$ cat config.mk
export PLATFORM = sky130hd
export DESIGN_NAME = sxe_exec
export DESIGN_NICKNAME = d
export VERILOG_FILES = /design/src/common/sxe_pkg.sv /design/src/design/sxe_exec.sv /design/src/design/sxe_phase_gen.sv
export SDC_FILE = /design/constraint.sdc
export NUM_CORES = 1
export LEC_CHECK = 0
export BUFFER_PORTS_ARGS = -buffer_cell sky130_fd_sc_hd__buf_2
export CAP_MARGIN = 20
export CORE_UTILIZATION = 44
export CTS_BUF_LIST = sky130_fd_sc_hd__clkbuf_2
export CTS_CLUSTER_DIAMETER = 150
export DETAILED_ROUTE_END_ITERATION = 8
export GPL_ROUTABILITY_DRIVEN = 0
export PLACE_DENSITY = 0.86
export SETUP_SLACK_MARGIN = 0.05
export SLEW_MARGIN = 20
export SYNTH_ARGS = -nofsm -noshare
export SYNTH_HDL_FRONTEND = slang
export SYNTH_SLANG_ARGS = --single-unit
$ cat constraint.sdc
create_clock -name clk_i -period 1.9 [get_ports clk_i]
set_input_delay 0.38 -clock clk_i [delete_from_list [all_inputs] [get_ports clk_i]]
set_output_delay 0.38 -clock clk_i [all_outputs]
set_load 0.01 [all_outputs]
$ cat src/common/sxe_pkg.sv
// Constants and types for the subroutine-exit execution block
package sxe_pkg;
  localparam int PC_W = 21;
  localparam int DATA_W = 8;
  localparam int OPC_W = 16;
  // ----------------------------------------
  // Opcode layout
  // ----------------------------------------
  localparam logic [OPC_W-1:0] OPC_EXIT_MATCH = 16'h0012;
  localparam logic [OPC_W-1:0] OPC_EXIT_MASK = 16'hFFFE;
  localparam int OPC_RESTORE_BIT = 0;
  // ----------------------------------------
  // Phases of an instruction cycle
  // ----------------------------------------
  localparam logic [1:0] PHASE_Q1 = 2'h0;
  localparam logic [1:0] PHASE_Q4 = 2'h3;
  localparam logic [PC_W-1:0] PC_RESET = 21'h000000;
  localparam logic [DATA_W-1:0] REG_RESET = 8'h00;
  typedef enum logic [1:0] {SXE_IDLE, SXE_POP, SXE_NOP} sxe_state_t;
endpackage

$ cat src/design/sxe_exec.sv
// Subroutine-exit instruction execution logic
`timescale 1ns/1ps
`default_nettype none
module sxe_exec
  import sxe_pkg::*;
(
  // Clock and reset
  input wire logic clk_i,
  input wire logic reset_i,
  // Decoder side
  input wire logic [sxe_pkg::OPC_W-1:0] opcode_i,
  input wire logic opcode_valid_i,
  // Call stack
  input wire logic [sxe_pkg::PC_W-1:0] stack_top_i,
  output logic stack_pop_o,
  // Shadow register set
  input wire logic [sxe_pkg::DATA_W-1:0] accumulator_shadow_i,
  input wire logic [sxe_pkg::DATA_W-1:0] flags_shadow_i,
  input wire logic [sxe_pkg::DATA_W-1:0] bank_select_shadow_i,
  // Core register loads from other instructions
  input wire logic wreg_load_i,
  input wire logic [sxe_pkg::DATA_W-1:0] wreg_data_i,
  input wire logic flags_load_i,
  input wire logic [sxe_pkg::DATA_W-1:0] flags_data_i,
  input wire logic bank_load_i,
  input wire logic [sxe_pkg::DATA_W-1:0] bank_data_i,
  input wire logic latch_load_i,
  input wire logic [sxe_pkg::DATA_W-1:0] latch_upper_data_i,
  input wire logic [sxe_pkg::DATA_W-1:0] latch_high_data_i,
  // Architectural state
  output logic [sxe_pkg::PC_W-1:0] pc_o,
  output logic [sxe_pkg::DATA_W-1:0] wreg_o,
  output logic [sxe_pkg::DATA_W-1:0] flags_o,
  output logic [sxe_pkg::DATA_W-1:0] bank_select_reg_o,
  output logic [sxe_pkg::DATA_W-1:0] pc_latch_upper_o,
  output logic [sxe_pkg::DATA_W-1:0] pc_latch_high_o,
  // Status
  output logic busy_o
);
  import sxe_pkg::*;

  // ----------------------------------------
  // Phase and decode
  // ----------------------------------------
  logic [1:0] phase;
  sxe_state_t state_q;
  logic restore_q;
  logic is_exit;
  logic pop_now;
  logic restore_now;

  sxe_phase_gen u_phase (
    .clk_i(clk_i),
    .reset_i(reset_i),
    .phase_o(phase)
  );

  // Decode only the single-word exit pattern
  assign is_exit = opcode_valid_i && ((opcode_i & OPC_EXIT_MASK) == OPC_EXIT_MATCH);
  assign pop_now = (state_q == SXE_POP) && (phase == PHASE_Q4);
  assign restore_now = pop_now && restore_q;

  // ----------------------------------------
  // Two-cycle sequence
  // ----------------------------------------
  always_ff @(posedge clk_i)
  begin
    if (reset_i)
    begin
      state_q <= SXE_IDLE;
      restore_q <= 1'b0;
    end
    else
    begin
      unique case (state_q)
        SXE_IDLE:
        begin
          if (is_exit && phase == PHASE_Q1)
          begin
            state_q <= SXE_POP;
            restore_q <= opcode_i[OPC_RESTORE_BIT];
          end
        end
        SXE_POP:
        begin
          if (phase == PHASE_Q4)
            state_q <= SXE_NOP;
        end
        SXE_NOP:
        begin
          if (phase == PHASE_Q4)
            state_q <= SXE_IDLE;
        end
      endcase
    end
  end

  always_ff @(posedge clk_i)
  begin
    if (reset_i)
      busy_o <= 1'b0;
    else
      busy_o <= (state_q != SXE_IDLE) && !(state_q == SXE_NOP && phase == PHASE_Q4);
  end

  // ----------------------------------------
  // Stack pop and program counter
  // ----------------------------------------
  always_ff @(posedge clk_i)
  begin
    if (reset_i)
    begin
      stack_pop_o <= 1'b0;
      pc_o <= PC_RESET;
    end
    else
    begin
      stack_pop_o <= pop_now;
      if (pop_now)
        pc_o <= stack_top_i;
    end
  end

  // ----------------------------------------
  // Working, flags and bank registers
  // ----------------------------------------
  // Restore has priority over a same-cycle load; the exit owns the core then
  always_ff @(posedge clk_i)
  begin
    if (reset_i)
    begin
      wreg_o <= REG_RESET;
      flags_o <= REG_RESET;
      bank_select_reg_o <= REG_RESET;
    end
    else if (restore_now)
    begin
      wreg_o <= accumulator_shadow_i;
      flags_o <= flags_shadow_i;
      bank_select_reg_o <= bank_select_shadow_i;
    end
    else if (state_q == SXE_IDLE)
    begin
      // Outside the exit only, so a clear restore bit leaves all three as they were
      if (wreg_load_i)
        wreg_o <= wreg_data_i;
      if (flags_load_i)
        flags_o <= flags_data_i;
      if (bank_load_i)
        bank_select_reg_o <= bank_data_i;
    end
  end

  // ----------------------------------------
  // Program counter latches
  // ----------------------------------------
  // The pop never writes these; only other instructions do
  always_ff @(posedge clk_i)
  begin
    if (reset_i)
    begin
      pc_latch_upper_o <= REG_RESET;
      pc_latch_high_o <= REG_RESET;
    end
    else if (latch_load_i && state_q == SXE_IDLE)
    begin
      pc_latch_upper_o <= latch_upper_data_i;
      pc_latch_high_o <= latch_high_data_i;
    end
  end
endmodule
`default_nettype wire

$ cat src/design/sxe_phase_gen.sv
// Four-phase sequencer that splits each instruction cycle
`timescale 1ns/1ps
`default_nettype none
module sxe_phase_gen
  import sxe_pkg::*;
(
  // Clock and reset
  input wire logic clk_i,
  input wire logic reset_i,
  // Phase outputs
  output logic [1:0] phase_o
);
  always_ff @(posedge clk_i)
  begin
    if (reset_i)
      phase_o <= PHASE_Q1;
    else
      phase_o <= phase_o + 2'h1;
  end
endmodule
`default_nettype wire

==> results.cfg <==
[worst_hold_path]
hold_depth = 3
hold_path.class = input pin to flip-flop
min_from = latch_high_data_i[2]
min_to = pc_latch_high_o[2]

[synth]
synth_area_leaders = dfxtp_1 50%, nand2_1 14%, a311oi_1 7.7%, a21oi_1 6.9%, nand3_1 4.6%
yosys.area.top_type = dfxtp_1
synth-edff-count = 0
yosysTopAreaCellShare_pct = 49.61
synth_nets = 457
synth_area_per_cell_um2 = 8.000
ys.flop_type = dfxtp_1
yosysWarnings = 0
yosysUniqueCellTypes = 27
ys_seq_elements = 68
synthCells = 343
syn_area_um2 = 2744
ys_seq_area_share_pct = 49.61
synthArstFlopShare_pct = 0

[clock_tree]
cts_tree = done
path_clk_slew_ns = 0.19
ctsResizeCount = 0
insertion_delay_ns = 0.50
h-tree-depth = 3
clock-sinks = 68
cts_root_buffer = clkbuf_2
cts_setup_buffers = 0
ctsHoldBuffers = 0
ctsLongestPathBuffers = 2
cts_made_buffers = 9

[drt]
vias_per_cell = 5.113
wl_um = 7591
route.met2.wl_um = 3760
drc = 0
highest_layer = met4
drtIter0Drc = 83
via_count = 2991
post_drt_wl_per_cell_um = 12.98
ant_nets = 0
dr_wl_met3_um = 684
wl_met1_um = 3068
drt-pass1-iter-count = 4

[sta]
setup_slack_ns = 0.2621
slew_violations = 0
tightest_slew_ns = 0.4794
setup_viol = 0
period_share_pct = 86.20
skew_ns = 0.02291
rsz0062_at_grt = false
finalSetupTns_ns = 0
max_slew_margin_pct = 68.04
fmax_ghz = 0.6106
fin_crit_ns = 1.638
hold_viol_final = 0

[power_and_ir_drop]
p_leak_nw = 1.801
vdd.ir_drop.worst_mv = 0.4616
p_per_area_nw_per_um2 = 745.1

[critical_path]
r2r_start = u_phase.phase_o[0]
start_kind = flip-flop
arrival_ns = 2.03
cp-end-kind = flip-flop
path_class = flip-flop to flip-flop
reg2reg_setup_slack_ns = 0.26
rr_worst_depth = 6
cp.required_ns = 2.30
r2r-end = state_q[0]
path_max_fanout = 3

[global_routing]
grt_max_degree = 49
grt_pass1_wl_um = 11470
antenna_found_initial = 0
first_global_vias = 2698
track_usage_pct = 22.90
overflow = 0

[cells_and_area]
nets = 620
diodes = 0
syn2layout_area_growth_pct = 36.94
drive_above_1_share_pct = 38.82

[die]
die_w_um = 80.97
design.core.area_um2 = 5956
ios = 171
die_y_um = 80.97
rows = 28
dieArea_um2 = 6556
start_util_pct = 46.07

[run_status]
status = finished, final reports clean

[run]
maxCapViolations = 0

[place]
place_ws_ns = 0.1687
dp_hpwl_um = 5680
port_buffers = 170
## layout by cell type (no fill, tap or decap), types with 2 or more instances in the layout
| cell type | synthesis | final |
|---|---|---|
| a21oi_1 | 38 | 38 |
| a311oi_1 | 24 | 24 |
| buf_12 | 0 | 2 |
| buf_2 | 7 | 170 |
| buf_4 | 0 | 6 |
| clkbuf_2 | 0 | 9 |
| clkinv_2 | 0 | 3 |
| dfxtp_1 | 68 | 68 |
| ha_1 | 6 | 6 |
| inv_1 | 5 | 5 |
| nand2_1 | 104 | 103 |
| nand2b_1 | 2 | 2 |
| nand3_1 | 25 | 25 |
| nor2_1 | 30 | 30 |
## critical path, cell delays in order, from the launching register on
cell and delay (ns):
dfxtp_1 0.37, inv_1 0.06, ha_1 0.15, and4bb_2 0.22
nand4b_1 0.17, o22ai_2 0.22, mux2_2 0.35
## final cells by class
cell class                      instances  area (um2)
Tap cell                               75       93.84
Inverter                                5       18.77
Multi-Input combinational cell        244        1246
Sequential cell                        68        1361
Fill cell                             535        2198
Clock buffer                            9       45.04
Timing Repair Buffer                  178       935.9
Clock inverter                          6       56.30
## routing by layer
| metal | GRT usage (%) | vias up |
|---|---|---|
| li1 | - | 1487 |
| met3 | 7.079 | 10 |
| met2 | 43.53 | 142 |
| met4 | 7.500 | 0 |
| met1 | 23.54 | 1352 |
| met5 | 0 | - |
## cells in the mapped netlist, types with 2 or more instances
| master | number |
|---|---|
| nand2_1 | 104 |
| dfxtp_1 | 68 |
| a21oi_1 | 38 |
| nor2_1 | 30 |
| nand3_1 | 25 |
| a311oi_1 | 24 |
| clkbuf_1 | 10 |
| buf_1 | 7 |
| buf_2 | 7 |
| ha_1 | 6 |
| inv_1 | 5 |
| and2_1 | 2 |
| buf_6 | 2 |
| nand2b_1 | 2 |
## cell families (layout without fill, tap and decap cells)
logic type,Yosys count,after routing,share of synthesized area [%]
AND/OR/NAND/NOR,170,170,25.99
flip-flops,68,68,49.61
AO/OA/AOI/OAI,66,66,15.78
buffers and inverters,31,198,5.107
adder cells (fa/ha/maj),6,6,2.736
multiplexers,2,2,0.7752
## how the worst max path moves through the flow
| stage | start | to | slack [ns] | depth (start not counted) |
|---|---|---|---|---|
| 3_3_place_gp | opcode_i[10] | state_q[0] | 0.24 | 5 |
| 6_report | u_phase.phase_o[0] | state_q[0] | 0.26 | 6 |
| 5_1_grt | state_q[1] | wreg_o[4] | 0.07 | 7 |
| 2_1_floorplan | state_q[1] | bank_select_reg_o[0] | 0.42 | 7 |
| 4_1_cts | state_q[1] | pc_latch_upper_o[2] | 0.14 | 5 |
| 3_5_place_dp | state_q[1] | pc_latch_high_o[1] | 0.17 | 5 |
## report_power, final
| group | internal, mW | switching (mW) |
|---|---|---|
| Clock | 0.286 | 0.502 |
| Sequential | 1.50 | 0.0360 |
| Combinational | 0.218 | 0.259 |
## flip-flops by register name, summed over array words and instances, names as in the netlist
register           cells
bank_select_reg_o      8
busy_o                 1
flags_o                8
pc_latch_high_o        8
pc_latch_upper_o       8
pc_o                  21
restore_q              1
stack_pop_o            1
state_q                2
u_phase.phase_o        2
wreg_o                 8
## through the flow
step	std cells	cell area (um2)	utilization, %	hold slack [ns]	total power [mW]
after floorplan	343	2744	-	0.4173	1.806
after global placement	570	3652	61.32	0.4268	2.028
after detailed placement	570	3652	61.32	0.4464	2.043
after CTS	585	3754	63.03	0.05556	2.828
after global routing	585	3757	63.09	0.04274	2.935
final	585	3757	63.09	0.08993	2.799
Power figures use the tool's default switching activity.
